===== src/core/sps_consts.vh =====
// Purpose: shared constants of the serial port block
// Assumes: included by bare name from the port design file only
// Notes: definitions only
`ifndef SPS_CONSTS_VH
`define SPS_CONSTS_VH

// =====================================================
// Transfer geometry
`define SPS_BITS_PER_BYTE 4'h8
`define SPS_BYTE_RST 8'h00

// =====================================================
// Master sequencer states, one-hot
`define SPS_ST_IDLE 3'h1
`define SPS_ST_LOW 3'h2
`define SPS_ST_HIGH 3'h4

`endif


===== src/core/sps_edge.v =====
// Purpose: edge detector for a pin taken as synchronous to mclk
// Assumes: input already synchronous; reset is the released copy
// Notes: pulses last one mclk cycle
`timescale 1ns/10ps
`default_nettype none
module sps_edge #(
    parameter RST_LEVEL = 1'b0
) (
    input wire mclk,
    input wire rst_n,
    input wire din,
    output wire rise,
    output wire fall
);
    reg prev_r;

    always @(posedge mclk or negedge rst_n) begin
        if (!rst_n) begin
            prev_r <= RST_LEVEL;
        end else begin
            prev_r <= din;
        end
    end

    assign rise = din & ~prev_r;
    assign fall = ~din & prev_r;
endmodule // sps_edge
`default_nettype wire


===== src/core/sps_port.v =====
// Purpose: SPI port, master or slave, clock modes 0 and 3
// Assumes: pins synchronous to mclk; control bits are plain ports
// Notes: one-byte transmit and receive holding registers
`timescale 1ns/10ps
`default_nettype none
`include "sps_consts.vh"
module sps_port (
    input wire mclk,
    input wire rstn,
    input wire slave_mode_select,
    input wire master_clock_mode_bit,
    input wire bit_order_sel,
    input wire data_direction_bit,
    input wire auto_clear_enable,
    input wire serial_clock_out_enable,
    input wire mosi_out_enable,
    input wire miso_out_enable,
    input wire [7:0] clock_divider_reg,
    input wire [7:0] slave_preset_reg,
    input wire data_wr,
    input wire [7:0] data_wdata,
    input wire data_rd,
    output wire [7:0] data_rdata,
    input wire byte_flag_clr,
    output wire tx_fifo_count,
    output wire rx_fifo_count,
    output wire idle_flag,
    output wire byte_complete_flag,
    input wire sck_i,
    output wire sck_o,
    output wire sck_oe,
    input wire mosi_i,
    output wire mosi_o,
    output wire mosi_oe,
    input wire miso_i,
    output wire miso_o,
    output wire miso_oe,
    input wire slave_chip_select_n
);
    // =====================================================
    // Reset release
    reg rst_a_r;
    reg rst_b_r;
    wire rst_n;

    always @(posedge mclk or negedge rstn) begin
        if (!rstn) begin
            rst_a_r <= 1'b0;
            rst_b_r <= 1'b0;
        end else begin
            rst_a_r <= 1'b1;
            rst_b_r <= rst_a_r;
        end
    end
    assign rst_n = rst_b_r;

    // =====================================================
    // Slave pin edges
    wire s_rise;
    wire s_fall;
    wire cs_rise;
    wire cs_fall;

    sps_edge #(.RST_LEVEL(1'b0)) u_sck_edge (
        .mclk(mclk),
        .rst_n(rst_n),
        .din(sck_i),
        .rise(s_rise),
        .fall(s_fall)
    );

    sps_edge #(.RST_LEVEL(1'b1)) u_cs_edge (
        .mclk(mclk),
        .rst_n(rst_n),
        .din(slave_chip_select_n),
        .rise(cs_rise),
        .fall(cs_fall)
    );

    // =====================================================
    // State
    reg [2:0] state_r;
    reg [7:0] div_cnt_r;
    reg [3:0] bit_cnt_r;
    reg [7:0] tx_sh_r;
    reg [7:0] rx_sh_r;
    reg [7:0] tx_byte_r;
    reg tx_full_r;
    reg [7:0] rx_byte_r;
    reg rx_full_r;
    reg [7:0] rdata_r;
    reg flag_r;
    reg sck_r;
    reg rd_start_r;
    reg s_first_r;

    wire [7:0] half = (clock_divider_reg[7:1] == 7'h00) ? 8'h01 :
        {1'b0, clock_divider_reg[7:1]};
    wire tick = (div_cnt_r >= half - 8'h01);
    wire m_idle = (state_r == `SPS_ST_IDLE);
    wire m_start = ~slave_mode_select & m_idle &
        (tx_full_r | rd_start_r);
    wire in_bit = slave_mode_select ? mosi_i : miso_i;
    wire out_bit = bit_order_sel ? tx_sh_r[0] : tx_sh_r[7];
    wire [7:0] tx_shifted = bit_order_sel ? {1'b0, tx_sh_r[7:1]} :
        {tx_sh_r[6:0], 1'b0};
    wire [7:0] rx_shifted = bit_order_sel ? {in_bit, rx_sh_r[7:1]} :
        {rx_sh_r[6:0], in_bit};
    wire cs_act = ~slave_chip_select_n;
    wire m_rise = (state_r == `SPS_ST_LOW) & tick;
    wire m_fall = (state_r == `SPS_ST_HIGH) & tick &
        (bit_cnt_r != `SPS_BITS_PER_BYTE);
    wire m_done = (state_r == `SPS_ST_HIGH) & tick &
        (bit_cnt_r == `SPS_BITS_PER_BYTE);
    // Sample edge; slave also needs chip select to count
    wire samp = slave_mode_select ? (s_rise & cs_act) : m_rise;
    // No shift before the first sample, so mode 3 lead edge is harmless
    wire shft = slave_mode_select ?
        (s_fall & cs_act & (bit_cnt_r != 4'h0)) : m_fall;
    wire s_done = slave_mode_select & samp &
        (bit_cnt_r == `SPS_BITS_PER_BYTE - 4'h1);
    wire done = m_done | s_done;
    wire fifo_acc = data_wr | data_rd;
    // Byte written between slave bytes must go out in the very next byte
    wire s_load = slave_mode_select & cs_act & (bit_cnt_r == 4'h0) &
        tx_full_r & ~s_first_r & ~cs_fall;

    // =====================================================
    // Master sequencer and divider
    always @(posedge mclk or negedge rst_n) begin
        if (!rst_n) begin
            state_r <= `SPS_ST_IDLE;
            div_cnt_r <= 8'h00;
            sck_r <= 1'b0;
        end else begin
            case (state_r)
                `SPS_ST_IDLE: begin
                    div_cnt_r <= 8'h00;
                    sck_r <= master_clock_mode_bit;
                    if (m_start) begin
                        state_r <= `SPS_ST_LOW;
                        sck_r <= 1'b0;
                    end
                end
                `SPS_ST_LOW: begin
                    div_cnt_r <= tick ? 8'h00 : div_cnt_r + 8'h01;
                    if (tick) begin
                        state_r <= `SPS_ST_HIGH;
                        sck_r <= 1'b1;
                    end
                end
                `SPS_ST_HIGH: begin
                    div_cnt_r <= tick ? 8'h00 : div_cnt_r + 8'h01;
                    if (m_done) begin
                        state_r <= `SPS_ST_IDLE;
                        sck_r <= master_clock_mode_bit;
                    end else if (tick) begin
                        state_r <= `SPS_ST_LOW;
                        sck_r <= 1'b0;
                    end
                end
                default: begin
                    state_r <= `SPS_ST_IDLE;
                    sck_r <= master_clock_mode_bit;
                end
            endcase
        end
    end

    // =====================================================
    // Shifters, holding registers, flags
    always @(posedge mclk or negedge rst_n) begin
        if (!rst_n) begin
            bit_cnt_r <= 4'h0;
            tx_sh_r <= `SPS_BYTE_RST;
            rx_sh_r <= `SPS_BYTE_RST;
            tx_byte_r <= `SPS_BYTE_RST;
            tx_full_r <= 1'b0;
            rx_byte_r <= `SPS_BYTE_RST;
            rx_full_r <= 1'b0;
            rdata_r <= `SPS_BYTE_RST;
            flag_r <= 1'b0;
            rd_start_r <= 1'b0;
            s_first_r <= 1'b0;
        end else begin
            if (data_wr) begin
                tx_byte_r <= data_wdata;
                tx_full_r <= 1'b1;
            end
            if (data_rd) begin
                rdata_r <= rx_byte_r;
                rx_full_r <= 1'b0;
            end
            // Read-started transfer resends the last byte as filler
            if (data_rd & data_direction_bit & ~slave_mode_select) begin
                rd_start_r <= 1'b1;
            end else if (m_start) begin
                rd_start_r <= 1'b0;
            end
            if (m_start) begin
                tx_sh_r <= tx_byte_r;
                tx_full_r <= data_wr;
                bit_cnt_r <= 4'h0;
            end
            if (slave_mode_select & cs_fall) begin
                tx_sh_r <= slave_preset_reg;
                bit_cnt_r <= 4'h0;
                s_first_r <= 1'b1;
            end else if (slave_mode_select & cs_rise) begin
                bit_cnt_r <= 4'h0;
            end else if (samp) begin
                s_first_r <= 1'b0;
                rx_sh_r <= rx_shifted;
                bit_cnt_r <= s_done ? 4'h0 : bit_cnt_r + 4'h1;
                if (s_done & tx_full_r) begin
                    tx_sh_r <= tx_byte_r;
                    tx_full_r <= data_wr;
                end
            end else if (shft) begin
                tx_sh_r <= tx_shifted;
            end else if (s_load) begin
                tx_sh_r <= tx_byte_r;
                tx_full_r <= data_wr;
            end
            if (m_done) begin
                bit_cnt_r <= 4'h0;
            end
            if (done) begin
                rx_byte_r <= slave_mode_select ? rx_shifted : rx_sh_r;
                rx_full_r <= 1'b1;
            end
            // Set beats a clear arriving in the same cycle
            if (done) begin
                flag_r <= 1'b1;
            end else if (byte_flag_clr | (auto_clear_enable & fifo_acc)) begin
                flag_r <= 1'b0;
            end
        end
    end

    // =====================================================
    // Outputs
    assign data_rdata = rdata_r;
    assign tx_fifo_count = tx_full_r;
    assign rx_fifo_count = rx_full_r;
    assign byte_complete_flag = flag_r;
    assign idle_flag = slave_mode_select ? (bit_cnt_r == 4'h0) :
        m_idle;
    assign sck_o = sck_r;
    assign sck_oe = ~slave_mode_select & serial_clock_out_enable;
    assign mosi_o = out_bit;
    assign mosi_oe = ~slave_mode_select & mosi_out_enable;
    assign miso_o = out_bit;
    // Released bus when deselected keeps it shareable
    assign miso_oe = slave_mode_select ? (cs_act & miso_out_enable) :
        miso_out_enable;
endmodule // sps_port
`default_nettype wire


===== config.mk =====
export PLATFORM = sky130hd
export DESIGN_NAME = sps_port
export DESIGN_NICKNAME = d
export VERILOG_FILES = /design/src/core/sps_edge.v /design/src/core/sps_port.v
export VERILOG_INCLUDE_DIRS = /design/src /design/src/core
export SDC_FILE = /design/constraint.sdc
export NUM_CORES = 1
export LEC_CHECK = 0
export BUFFER_PORTS_ARGS = -buffer_cell sky130_fd_sc_hd__buf_2
export CAP_MARGIN = 30
export CORE_MARGIN = 4
export CORE_UTILIZATION = 60
export CTS_BUF_LIST = sky130_fd_sc_hd__clkbuf_16
export DETAILED_ROUTE_END_ITERATION = 10
export GPL_ROUTABILITY_DRIVEN = 0
export PLACE_DENSITY = 0.9
export SLEW_MARGIN = 20
export SYNTH_ARGS = -nofsm -noshare
export SYNTH_HDL_FRONTEND = slang
export SYNTH_SLANG_ARGS = --single-unit
export TNS_END_PERCENT = 50

===== constraint.sdc =====
create_clock -name mclk -period 4.7 [get_ports mclk]
set_clock_uncertainty 0.15 [all_clocks]
set_input_delay 0.235 -clock mclk [delete_from_list [all_inputs] [get_ports mclk]]
set_output_delay 0.235 -clock mclk [all_outputs]
set_load 0.005 [all_outputs]

# Word-level counts from Yosys, hierarchy flattened
# Cells that the tools add are included.
# Widths: inputs -> output; s select.
[word_totals]
ff_bits = 65
[classes]
addsub = 3
order_cmp = 1
eq_ne = 10
n_mux = 52
bitwise = 42
n_reduce_logical = 14
[ops]
columns = ["op", "n"]
rows = [
  ["$mux 8", 11],
  ["$and 1x1->1", 29],
  ["$mux 1", 27],
  ["$mux 4", 6],
  ["$pmux 8 s2", 1],
  ["$mux 3", 4],
  ["$reduce_bool 2->1", 5],
  ["$not 1->1", 9],
  ["$pmux 3 s3", 1],
  ["$add 8x1->8 const B", 1],
  ["$ge 8x8->1", 1],
  ["$sub 7x1->8 const B", 1],
  ["$logic_not 7->1", 1],
  ["$mux 7", 1],
  ["$reduce_and 3->1", 2],
  ["$reduce_bool 5->1", 1],
  ["$add 4x1->4 const B", 1],
  ["$eq 4x3->1 const B", 1],
  ["$eq 4x4->1 const B", 1],
  ["$logic_not 4->1", 1],
  ["$ne 2x2->1 const B", 2],
  ["$ne 4x4->1 const B", 1],
  ["$or 1x1->1", 4],
  ["$reduce_and 2->1", 2],
  ["8 further kinds", 8],
]

# Depth between registers and ports, before layout
# Gate-level depths: netlist (run 1).
[logic_depth]
ltp_word = 13
depth_mapped = 14
mapped_depth_nobuf = 12

# Hierarchy
# A second synthesis (run 1) with hierarchy kept.
[unflattened]
cells_unflattened = 371
hier_area_um2 = 3933.8
[modules_own_cells]
columns = ["module", "instances", "cells_each", "area_each_um2", "seq_area_each_um2"]
rows = [
  ["sps_port", 1, 365, 3852.4, 1577.8],
  ["sps_edge at u_cs_edge", 1, 3, 41.3, 26.3],
  ["sps_edge at u_sck_edge", 1, 3, 40.0, 25.0],
]

# Least setup slack after synthesis (run 1)
# OpenSTA, ideal clock, no wires.
[synth_path]
path_kind = "input-to-reg"
from = "input port clock_divider_reg[3]"
to = "register rx_sh_r[2]"
arrival_ps = 2653
path_slack_ps = 1772
stages = 13
cell_sequence = "nor4_1 > a21oi_1 > ha_1 > xnor2_1 > ha_1 > and3_1 > o21ai_1 > o21ai_2 > a21oi_2 > buf_6 > o32a_4 > buf_6 > mux2_4"
[synth_via]
elab_chain_cells = 7
[synth_rtl]
columns = ["element", "line", "source"]
rows = [
  ["from (decl)", "sps_port.v:18", "input wire [7:0] clock_divider_reg,"],
  ["$logic_not 7->1", "sps_port.v:97", "wire [7:0] half = (clock_divider_reg[7:1] == 7'h00) ? 8'h01 :"],
  ["$mux 7 *", "sps_port.v:97", ""],
  ["$sub 7x1->8 *", "sps_port.v:99", "wire tick = (div_cnt_r >= half - 8'h01);"],
  ["$ge 8x8->1 *", "sps_port.v:99", ""],
  ["$and 1x1->1 *", "sps_port.v:110", "wire m_rise = (state_r == `SPS_ST_LOW) & tick;"],
  ["$mux 1 *", "sps_port.v:116", "wire samp = slave_mode_select ? (s_rise & cs_act) : m_rise;"],
  ["$reduce_and 3->1 (no line) *", "-", ""],
  ["to (signal assigned)", "sps_port.v:176", "rx_sh_r <= `SPS_BYTE_RST;"],
  ["to (signal assigned)", "sps_port.v:213", "rx_sh_r <= rx_shifted;"],
  ["to (decl)", "sps_port.v:86", "reg [7:0] rx_sh_r;"],
]
# Every way passes the cells marked *; elsewhere a longest branch is shown, timed or not.
# A chain may end at the register's enable or synchronous reset.

# Final worst setup path (run 1)
[layout_path]
from = "input port clock_divider_reg[3]"
to = "register tx_sh_r[5]"
[layout_via]
elab_chain_cells = 13
[layout_rtl]
columns = ["element", "line", "source"]
rows = [
  ["$logic_not 7->1", "sps_port.v:97", ""],
  ["$mux 7 *", "sps_port.v:97", ""],
  ["$sub 7x1->8 *", "sps_port.v:99", ""],
  ["$ge 8x8->1 *", "sps_port.v:99", ""],
  ["$and 1x1->1", "sps_port.v:110", ""],
  ["$mux 1", "sps_port.v:116", ""],
  ["$and 1x1->1 (2 in series)", "sps_port.v:120", "wire s_done = slave_mode_select & samp &"],
  ["$and 1x1->1", "sps_port.v:215", "if (s_done & tx_full_r) begin"],
  ["$mux 8", "sps_port.v:215", ""],
  ["$mux 8 *", "sps_port.v:211", "end else if (samp) begin"],
  ["$mux 8 *", "sps_port.v:209", "end else if (slave_mode_select & cs_rise) begin"],
  ["$mux 8 *", "sps_port.v:205", "if (slave_mode_select & cs_fall) begin"],
  ["to (signal assigned)", "sps_port.v:206", "tx_sh_r <= slave_preset_reg;"],
  ["to (signal assigned)", "sps_port.v:216", "tx_sh_r <= tx_byte_r;"],
  ["to (signal assigned)", "sps_port.v:220", "tx_sh_r <= tx_shifted;"],
  ["to (decl)", "sps_port.v:85", "reg [7:0] tx_sh_r;"],
]
# Marks and branches as above.

==> impl_results.md, run 1 <==
* Top cell type's share of synthesized area at 0.4005
* H-tree depth at 3
* Num CTS Buffers at 9
* Pleak at between 0.002 and 0.0025 µW
* Initial Util at 0.6199
* Worst slew pin tran at between 800 and 900 ps
* DRC viols at 0
* Crit-path max FO at 12
* Most common cell after layout, fill and taps aside: dfrtp_1
* Seq cells post-synth at 65
* Fillers at between 400 and 500
* MaxCap Viol Count at 0
* Worst r2r src: div_cnt_r[2]$_DFFE_PN0N_
* Post-synthesis xor/xnor area fraction at 0.01335
* Top_reg_cell synth: dfrtp_1
* Max VDD drop at just over 0.3 mV
* Die Y at around 90 µm
* CTS root buf: clkbuf_16
* Remaining antenna violation count at 0
* Layout cells sized above 1 at 0.2995
* CTS resizes at 0
* Syn Inst Count at 367
* Initial antenna violation count at 0
* Status: complete, no violations
* Design area at 0.004682 mm²
* Inst Count DP at 488
* Hold WS at 5.207 ps
* Setup-failing EPs final at 0
* Post-Place Cell Area at 0.004217 mm²
* Total GRT Usage at 0.2466
* Layout Area Growth over Synthesis at 18.94%
* DR vias/cell at between 5 and 6
* WL final at 9.094 mm
* Final core utilization at 0.7373
* TritonCTS clock tree: built
* Adder-cell share of the synthesized area at 0.03814
* Sequential element share of the synthesized area at 0.4139
* Final min period at between 3000 and 4000 ps
* Final Hold Fails at 0
* Top cells by area, synth: dfrtp_1 (40%), mux2i_1 (9.2%), mux2_2 (8.3%)
* Clock tree sinks at 65
* Pwr Density at between 400 and 500 mW/mm²
* # rows at 29
* Internal at 1345 µW
* WL per Instance at ~17 µm
* I/O pin cnt at slightly below 60
* Via Count at 3104
* Fmax at between 0.2 and 0.3 GHz
* Iteration-0 DRC count of the detailed router at 192
* Hold Crit Depth at 3
* Hold crit path type: primary input to flop
* Worst-Skew Late Latency at 330 ps
* EDFF count, synth at 0
* Mapped Area at ~0.0039 mm²
* R2R setup slack at 1860 ps
* Layout Nets at around 490
* # diodes at 0
* Hold Startpoint: slave_preset_reg[5]
* Synth warn at 0
* Setup bufs post-CTS at 0
* Combinational share of power at 0.284
* Mux cell area share after synthesis at 0.2260
* Reg2reg path depth at 9
* Pin count of the biggest net entering global routing at 35
* Sw frac at 0.3275
* Period utilization at 0.7175
* Synth Area in Simple Gates at 0.1316
* Relative slew slack at 0.4373
* Vias in the first global route at roughly 3200
* Psw at ~650 µW
* Arrival time at the worst endpoint at about 3500 ps
* Avg Cell Area, Syn at between 10 and 15 µm²
* Async SR Flop Fraction at 1.000
* Buffers on Ports at between 50 and 60
* Most frequent cells in the layout: dfrtp_1 (62), buf_2 (57), mux2i_1 (36)
* TritonRoute pass-1 iters at 4
* Fin cells at 521
* Endpoint, Worst Hold: tx_sh_r[5]$_DFF_PN0_
* CTS max path bufs at 2
* GR Overflow Total at 0
* Worst Setup Path Type: primary input to flop
* Worst r2r dst: tx_sh_r[5]$_DFF_PN0_
* Compound-Gate Fraction of Synth Area at 0.1319
* Clk network pwr share at 0.331
* Reg power frac at 0.385
* Setup crit start kind: primary input
* TNS Setup at 0 ps
* Clock transition at path regs at ~50 ps
* Max-slew violations at 0
* Largest family of logic cells by synthesized area: multiplexers
* Die X at between 80 and 90 µm
* First-pass GRT wire length at between 10 and 15 mm
* Hpwl dp at 6.057 mm
* Synth cell types at 61
* Die area at 0.007920 mm²
* Hold buffer count at CTS at 17
* RSZ-0062 raised after global routing: no
* Worst Setup End Kind: flop
* Cell accounting for the most synthesized area: dfrtp_1
* Req. time, crit path at about 4800 ps
* Core ar. at around 0.0063 mm²
worst max-delay path: stages:
cell	delay, ps
buf_2	130
nor4_1	380
a21oi_1	190
ha_1	270
xnor2_1	140
ha_1	290
and3_1	180
o21ai_1	140
o21ai_2	90
a21oi_2	130
buf_4	210
o22a_1	530
mux2_4	350
o221ai_1	200
synth_stat cells (2+ instances only):
cell type,number
xnor2_1,3
o21ai_1,2
nor3_1,2
o31ai_1,4
nor2b_1,10
buf_4,3
nand2b_1,2
buf_6,6
ha_1,12
o21bai_1,2
mux2_1,2
a21oi_1,25
nor4_1,2
nand2_1,34
clkbuf_1,4
and3_1,2
nand3_1,10
xor2_1,3
o2bb2ai_1,2
nand3b_1,5
o221ai_1,8
dfrtp_1,63
a21oi_2,2
and2_1,3
nor2_1,18
o21ai_0,15
mux2_4,12
mux2i_1,36
mux2_2,29
dfstp_2,2
inv_1,14
sequential cells by signal, indices dropped and copies added, names as in the netlist, 3 cells and up:
signal	flops
rx_sh_r	8
tx_byte_r	8
div_cnt_r	8
state_r	3
bit_cnt_r	4
rx_byte_r	8
tx_sh_r	8
data_rdata	8
cell families (layout without fill, tap and decap cells):
logic type / count (synthesis) / after routing
muxes: 79 / 79
DFF: 65 / 65
adders and majority gates: 12 / 12
buffers and inverters: 30 / 106
and+or+nand+nor: 99 / 99
AOI/OAI and AO/OA: 75 / 75
other: 1 / 2
xor gates and xnor gates: 6 / 6
area by class of cell:
cell class	count	area (µm²)	share of cell area
clock buffer	9	225.2	0.04810
clock inverter	7	70.07	0.01497
inverter	14	52.55	0.01122
multi-input combinational	273	2137	0.4564
sequential	65	1630	0.3482
tap	77	96.34	0.02058
timing repair buffer	76	470.5	0.1005
routing by layer:
layer | wire (µm) | global-route usage
met1 | 3801 | 0.3006
met2 | 4758 | 0.4298
met3 | 387 | 0.04793
met4 | 147 | 0.09878
met5 | 0 | 0
per-stage QoR:
| step | worst slack, ps | power (µW) |
|---|---|---|
| detailed placement | 996.9 | 1321 |
| floorplan | 1772 | 1179 |
| global route | 1114 | 2103 |
| global placement | 1188 | 1285 |
| CTS | 1324 | 1999 |
| finish | 1328 | 2000 |
power groups by stage:
stage,registers [µW],clock network [µW],logic [µW]
CTS,766,667,566
global route,783,691,629
finish,770,662,568
global placement,764,0,521
detailed placement,772,0,549
floorplan,734,0,446
how the worst max path moves through the flow:
stage                               startpoint                     end
after global routing      clock_divider_reg[3]    tx_sh_r[5]$_DFF_PN0_
after floorplan           clock_divider_reg[3]  rx_sh_r[2]$_DFFE_PN0P_
after global placement    clock_divider_reg[3]    tx_sh_r[5]$_DFF_PN0_
after CTS                 clock_divider_reg[3]    tx_sh_r[5]$_DFF_PN0_
after detailed placement  clock_divider_reg[3]    tx_sh_r[5]$_DFF_PN0_
final                     clock_divider_reg[3]    tx_sh_r[5]$_DFF_PN0_
Note: power is estimated with default switching activity, not from simulation.
==> run 2, diff against run 1 <==
- CORE_UTILIZATION: 60 -> 57
- PLACE_DENSITY: 0.9 -> 0.87
- clock period: 4.7 -> 3.4 ns (I/O delays scaled with it)
==> run 2 against run 1 <==
Against the previous run:
- critical path depth unchanged
- flip-flop and latch count unchanged
- largest cell class unchanged
- largest power group is now the clock network
- clock power increased by 72%
- via count increased by 3.4%
- worst hold slack improved by 14 ps
- final cell count increased by 2.3%
==> impl_results.md, run 2 (synthesis gave the netlist of run 1 again) <==
* WL per Instance at 17.50 µm (+0.29%)
* Crit-path cells: buf_2, nor4_1, a21oi_1, ha_1, xnor2_1, ha_1, and3_1, o21ai_1, o21ai_2, a21oi_2, o22a_1, buf_12, mux2_4, o221ai_1
* Layout Nets at 501 (+1.8%)
* Critical path's top delay family: compound AO/OA/AOI/OAI gates
* Iteration-0 DRC count of the detailed router at 251 (+31%)
* Buffers and inverters on the worst path at 2 (unchanged)
* Final Hold Fails at 0 (unchanged)
* Most frequent cells in the layout: dfrtp_1 (62), buf_2 (57), mux2i_1 (36)
* Worst r2r dst: tx_sh_r[0]$_DFF_PN0_
* Pwr Density at 619.5 mW/mm² (+45%)
* # diodes at 0 (unchanged)
* Crit-path max FO at 8 (-4)
* Layout Area Growth over Synthesis at 23.14%
* Total GRT Usage at 0.2381 (-0.008540)
* Hpwl dp at 5.983 mm (-1.2%)
* Worst Setup Path Type: primary input to flop
* Setup bufs post-CTS at 0 (unchanged)
* Worst slew pin tran at 661.5 ps (-179.4 ps)
* Pleak at 0.002287 µW (+4.1%)
* Layout cells sized above 1 at 0.3046 (+0.005086)
* Worst r2r src: div_cnt_r[2]$_DFFE_PN0N_
* DRC viols at 0 (unchanged)
* Period utilization at 0.9021
* DR vias/cell at 6.019 (+1.0%)
* H-tree depth at 3 (unchanged)
* Pin count of the biggest net entering global routing at 45 (+29%)
* Worst-Skew Late Latency at 330 ps (about the same)
* Slowest CP cell: nor4_1
* Most common cell after layout, fill and taps aside: dfrtp_1
* Vias in the first global route at 3276 (+2.7%)
* Setup-failing EPs final at 0 (unchanged)
* First-pass GRT wire length at 15.95 mm (+7.0%)
* Clock transition at path regs at 60 ps (about the same)
* Final min period at 3067 ps
* Relative slew slack at 0.5590 (+0.1217)
* Hold crit path type: primary input to asynchronous set/reset pin
* Worst path max stage delay at 350 ps (-180 ps)
* Die X at 91.10 µm (+2.4%)
* R2R setup slack at 750 ps (-1110 ps)
* Setup slack after layout at 332.9 ps (-994.7 ps)
* Initial antenna violation count at 0 (unchanged)
* Arrival time at the worst endpoint at 3150 ps (-310 ps)
* Fmax at 0.3260 GHz
* Max VDD drop at 0.3698 mV (+21%)
* Num CTS Buffers at 9 (unchanged)
* # rows at 30 (+3.4%)
* Setup crit start kind: primary input
* MaxCap Viol Count at 0 (unchanged)
* Clock tree sinks at 65 (unchanged)
* WL final at 9.330 mm (+2.6%)
* CTS resizes at 0 (unchanged)
* Core ar. at 0.006756 mm² (+6.4%)
* I/O pin cnt at 59 (unchanged)
* TritonRoute pass-1 iters at 5 (+1)
* TNS Setup at 0 ps (unchanged)
* Most common cell on crit path: ha_1
* Place WS at 2.340 ps (-994.6 ps)
* TritonCTS clock tree: built
* Req. time, crit path at 3480 ps (-1300 ps)
* Die Y at 91.10 µm (+2.4%)
* CTS root buf: clkbuf_16
* Die area at 0.008299 mm² (+4.8%)
* Via Count at 3208 (+3.4%)
* Status: complete, no violations
* Worst Setup End Kind: flop
* GR Overflow Total at 0 (unchanged)
* RSZ-0062 raised after global routing: no
* Buffers on Ports at 57 (unchanged)
* Max-slew violations at 0 (unchanged)
* Remaining antenna violation count at 0 (unchanged)
* Initial Util at 0.5826 (-0.03731)
* Reg2reg path depth at 9 (unchanged)
* CTS max path bufs at 2 (unchanged)
-- run 2: cell types whose count changed in the layout (fill, tap and decap cells not counted), sizes merged --
cell,change
buf,+5
clkinvlp,-3
bufinv,+3
dlygate4sd3,+4
-- run 2: what timing repair did --
item | in CTS | in global routing
endpoints found under the hold margin | 22 | 0
hold buffers | 21 | 0
endpoints found under the setup margin | 0 | 0
-- run 2: worst max path at each step --
stage                              start                     end  cells after the start
floorplan           clock_divider_reg[3]  rx_sh_r[2]$_DFFE_PN0P_                     13
global placement    clock_divider_reg[3]    tx_sh_r[5]$_DFF_PN0_                     14
detailed placement  clock_divider_reg[3]    tx_sh_r[3]$_DFF_PN0_                     14
CTS                 clock_divider_reg[3]    tx_sh_r[0]$_DFF_PN0_                     14
global route        clock_divider_reg[3]    tx_sh_r[0]$_DFF_PN0_                     14
finish              clock_divider_reg[3]    tx_sh_r[0]$_DFF_PN0_                     14
-- run 2: where the power goes --
group / switching, µW / internal, µW
Clock: 346 / 791
Sequential: 155 / 902
Combinational: 406 / 402
-- run 2: cell type report --
type                    count  area (µm²)
multi-input cells         273        2137
fillers                   453        1909
flip-flops and latches     65        1630
repair buffers             85       560.5
clock buffers               9       225.2
clock inverters             7       141.4
well taps                  80       100.1
inverters                  14       52.55
-- run 2: layer usage --
metal  track usage  routed length (µm)  share of wire  up-vias
met1        0.3042                3826           0.41     1583
met5             0                   0              0        -
met4       0.08920                 137          0.015        0
met2        0.4028                4807           0.52      124
met3       0.04225                 558          0.060       15
li1              -                   -              -     1486
-- run 2: per-stage QoR --
stage	utilization	std cells	hold WS, ps	instance area [µm²]	total power (µW)
global placement	0.6320	496	-195.3	4270	1785
detailed placement	0.6320	496	-188.8	4270	1832
finish	0.7174	533	18.72	4847	3003
CTS	0.7174	533	0.9579	4847	3000
floorplan	-	368	-275.6	3940	1630
global route	0.7174	533	34.14	4847	3156
==> run 3, diff against run 2 <==
- CELL_PAD_IN_SITES_DETAIL_PLACEMENT: default -> 0
- CELL_PAD_IN_SITES_GLOBAL_PLACEMENT: default -> 1
- CORE_UTILIZATION: 57 -> 40
- PLACE_DENSITY: 0.87 -> 0.79
==> run 3 against run 2 <==
Against the previous run:
- worst hold slack gained 8.1 ps
- sequential power is essentially flat
- non-clock buffer count grew 3
- via count shrank 5.5%
- final cell count grew 9.8%
- largest power group unchanged
==> impl_results.md, run 3 (synthesis gave the netlist of run 1 again) <==
* CTS max path bufs at 2 (unchanged)
* Final min period at 3045 ps (-22.11 ps)
* Clock transition at path regs at 50 ps (about the same)
* WL per Instance at 15.34 µm (-12%)
* Psw at 887.6 µW (-2.2%)
* Die area at 0.01149 mm² (+38%)
* Hold crit path type: primary input to flop
* Reg2reg path depth at 9 (unchanged)
* GR Overflow Total at 0 (unchanged)
* Max VDD drop at 0.3334 mV (-9.9%)
* Setup-failing EPs final at 0 (unchanged)
* Fmax at 0.3284 GHz (+0.73%)
* Req. time, crit path at 3480 ps (about the same)
* Core ar. at 0.009415 mm² (+39%)
* RSZ-0062 raised after global routing: no
* Final core utilization at 0.5241 (-0.1933)
* Max-slew violations at 0 (unchanged)
* Buffers on Ports at 57 (unchanged)
* Remaining antenna violation count at 0 (unchanged)
* Pwr Density at 604.6 mW/mm² (-2.4%)
* Critical path's top delay family: compound AO/OA/AOI/OAI gates
* Pin count of the biggest net entering global routing at 39 (-13%)
* Period utilization at 0.8956 (-0.006503)
* Sw frac at 0.2975 (-0.004683)
* Arrival time at the worst endpoint at 3130 ps (-20 ps)
* Layout Area Growth over Synthesis at 25.37%
* Crit-path cells: buf_2, nor4_1, a21oi_1, ha_1, xnor2_1, ha_1, and3_1, o21ai_1, o21ai_2, a21oi_2, o22a_1, buf_12, mux2_4, o221ai_1
* Clk network pwr share at 0.382 (+0.003)
* Hold buffer count at CTS at 22 (+4.8%)
* # diodes at 0 (unchanged)
* CP Depth at 14 (unchanged)
* I/O pin cnt at 59 (unchanged)
* Worst slew pin tran at 852.0 ps (+190.5 ps)
* WL final at 8.974 mm (-3.8%)
* DR vias/cell at 5.183 (-14%)
* # rows at 35 (+17%)
* TritonCTS clock tree: built
* Pleak at 0.002302 µW (+0.66%)
* Total GRT Usage at 0.1673 (-0.07076)
* Num CTS Buffers at 9 (unchanged)
* Buffers and inverters on the worst path at 2 (unchanged)
* Most frequent cells in the layout: dfrtp_1 (62), buf_2 (57), mux2i_1 (36)
* Clock tree sinks at 65 (unchanged)
* Crit-path max FO at 8 (unchanged)
* Worst Setup Path Type: primary input to flop
* Iteration-0 DRC count of the detailed router at 125 (-50%)
* Worst-Skew Late Latency at 330 ps (about the same)
* Worst path max stage delay at 370 ps (+20 ps)
* Most common cell after layout, fill and taps aside: dfrtp_1
* Layout cells sized above 1 at 0.3092 (+0.004575)
* Status: complete, no violations
* Setup bufs post-CTS at 0 (unchanged)
* Initial Util at 0.4181 (-0.1645)
* TritonRoute pass-1 iters at 4 (-1)
* Vias in the first global route at 3227 (-1.5%)
* Via Count at 3032 (-5.5%)
* Setup crit start kind: primary input
* Hpwl dp at 6.299 mm (+5.3%)
* DRC viols at 0 (unchanged)
* Reg power frac at 0.354 (+0.002)
* MaxCap Viol Count at 0 (unchanged)
* Worst Setup End Kind: flop
* Slowest CP cell: nor4_1
* Internal at 2096 µW (about the same)
* Hold Crit Depth at 3
* Die Y at 107.2 µm (+18%)
* H-tree depth at 3 (unchanged)
* Combinational share of power at 0.265 (-0.004)
* CTS resizes at 0 (unchanged)
* Fillers at 856 (+89%)
* First-pass GRT wire length at 15.57 mm (-2.4%)
* TNS Setup at 0 ps (unchanged)
* Initial antenna violation count at 0 (unchanged)
* Layout Nets at 504 (+0.60%)
* Die X at 107.2 µm (+18%)
* CTS root buf: clkbuf_16
* Final Hold Fails at 0 (unchanged)
* Most common cell on crit path: ha_1
* Relative slew slack at 0.4320 (-0.1270)
==> run 3: cell count changes in the layout (fill, tap and decap cells not counted), sizes merged <==
cell | before | now
buf | 64 | 66
clkinv | 2 | 3
dlygate4sd3 | 21 | 22
inv | 15 | 14
==> run 3: final timing paths <==
check                                    startpoint                             end  slack, ps
min reg2reg                       rst_a_r$_DFF_PN0_               rst_b_r$_DFF_PN0_        200
max                            clock_divider_reg[3]            tx_sh_r[4]$_DFF_PN0_        360
min                               auto_clear_enable  byte_complete_flag$_DFFE_PN0P_         30
max in group asynchronous         rst_b_r$_DFF_PN0_          state_r[0]$_DFFE_PN1P_       2060
max reg2reg                div_cnt_r[1]$_DFFE_PN0N_            tx_sh_r[4]$_DFF_PN0_        790
min in group asynchronous         rst_b_r$_DFF_PN0_        rx_byte_r[6]$_DFFE_PN0P_        230
==> run 3: per-layer routing <==
layer  track usage  vias up  wire length (µm)
li1              -     1493                 -
met1        0.2282     1478              4334
met2        0.2690       50              4227
met3       0.02468       11               280
met4       0.06210        0               131
met5             0        -                 0
==> run 3: metrics by stage <==
| stage | instances | hold WS (ps) | total power [µW] | worst slack [ps] | area [µm²] |
|---|---|---|---|---|---|
| final | 585 | 26.81 | 2984 | 355.1 | 4935 |
| after global routing | 585 | 60.22 | 3165 | 94.50 | 4935 |
| after CTS | 585 | 21.84 | 3015 | 335.4 | 4935 |
| after detailed placement | 547 | -191.4 | 1841 | 42.78 | 4347 |
| after global placement | 547 | -195.0 | 1810 | 122.3 | 4347 |
| after floorplan | 368 | -275.6 | 1630 | 537.2 | 3940 |
==> run 3: area by class of cell <==
| cell class | count | area (µm²) | share of cell area |
|---|---|---|---|
| Sequential cell | 65 | 1630 | 0.3304 |
| Clock buffer | 9 | 225.2 | 0.04564 |
| Tap cell | 129 | 161.4 | 0.03271 |
| Multi-Input combinational cell | 273 | 2137 | 0.4331 |
| Clock inverter | 7 | 142.6 | 0.02890 |
| Inverter | 14 | 52.55 | 0.01065 |
| Timing Repair Buffer | 88 | 585.6 | 0.1187 |
==> run 3: tightest hold or removal path, stage by stage <==
cell	delay (ps)
buf_2	90
o21ai_0	60
a31o_2	150
==> run 3: power groups by stage <==
stage / registers (µW) / clock network [µW] / logic (µW)
after floorplan: 1010 / 0 / 616
after global placement: 1060 / 0 / 747
after detailed placement: 1070 / 0 / 772
after CTS: 1060 / 1160 / 799
after global routing: 1080 / 1190 / 893
final: 1060 / 1140 / 790
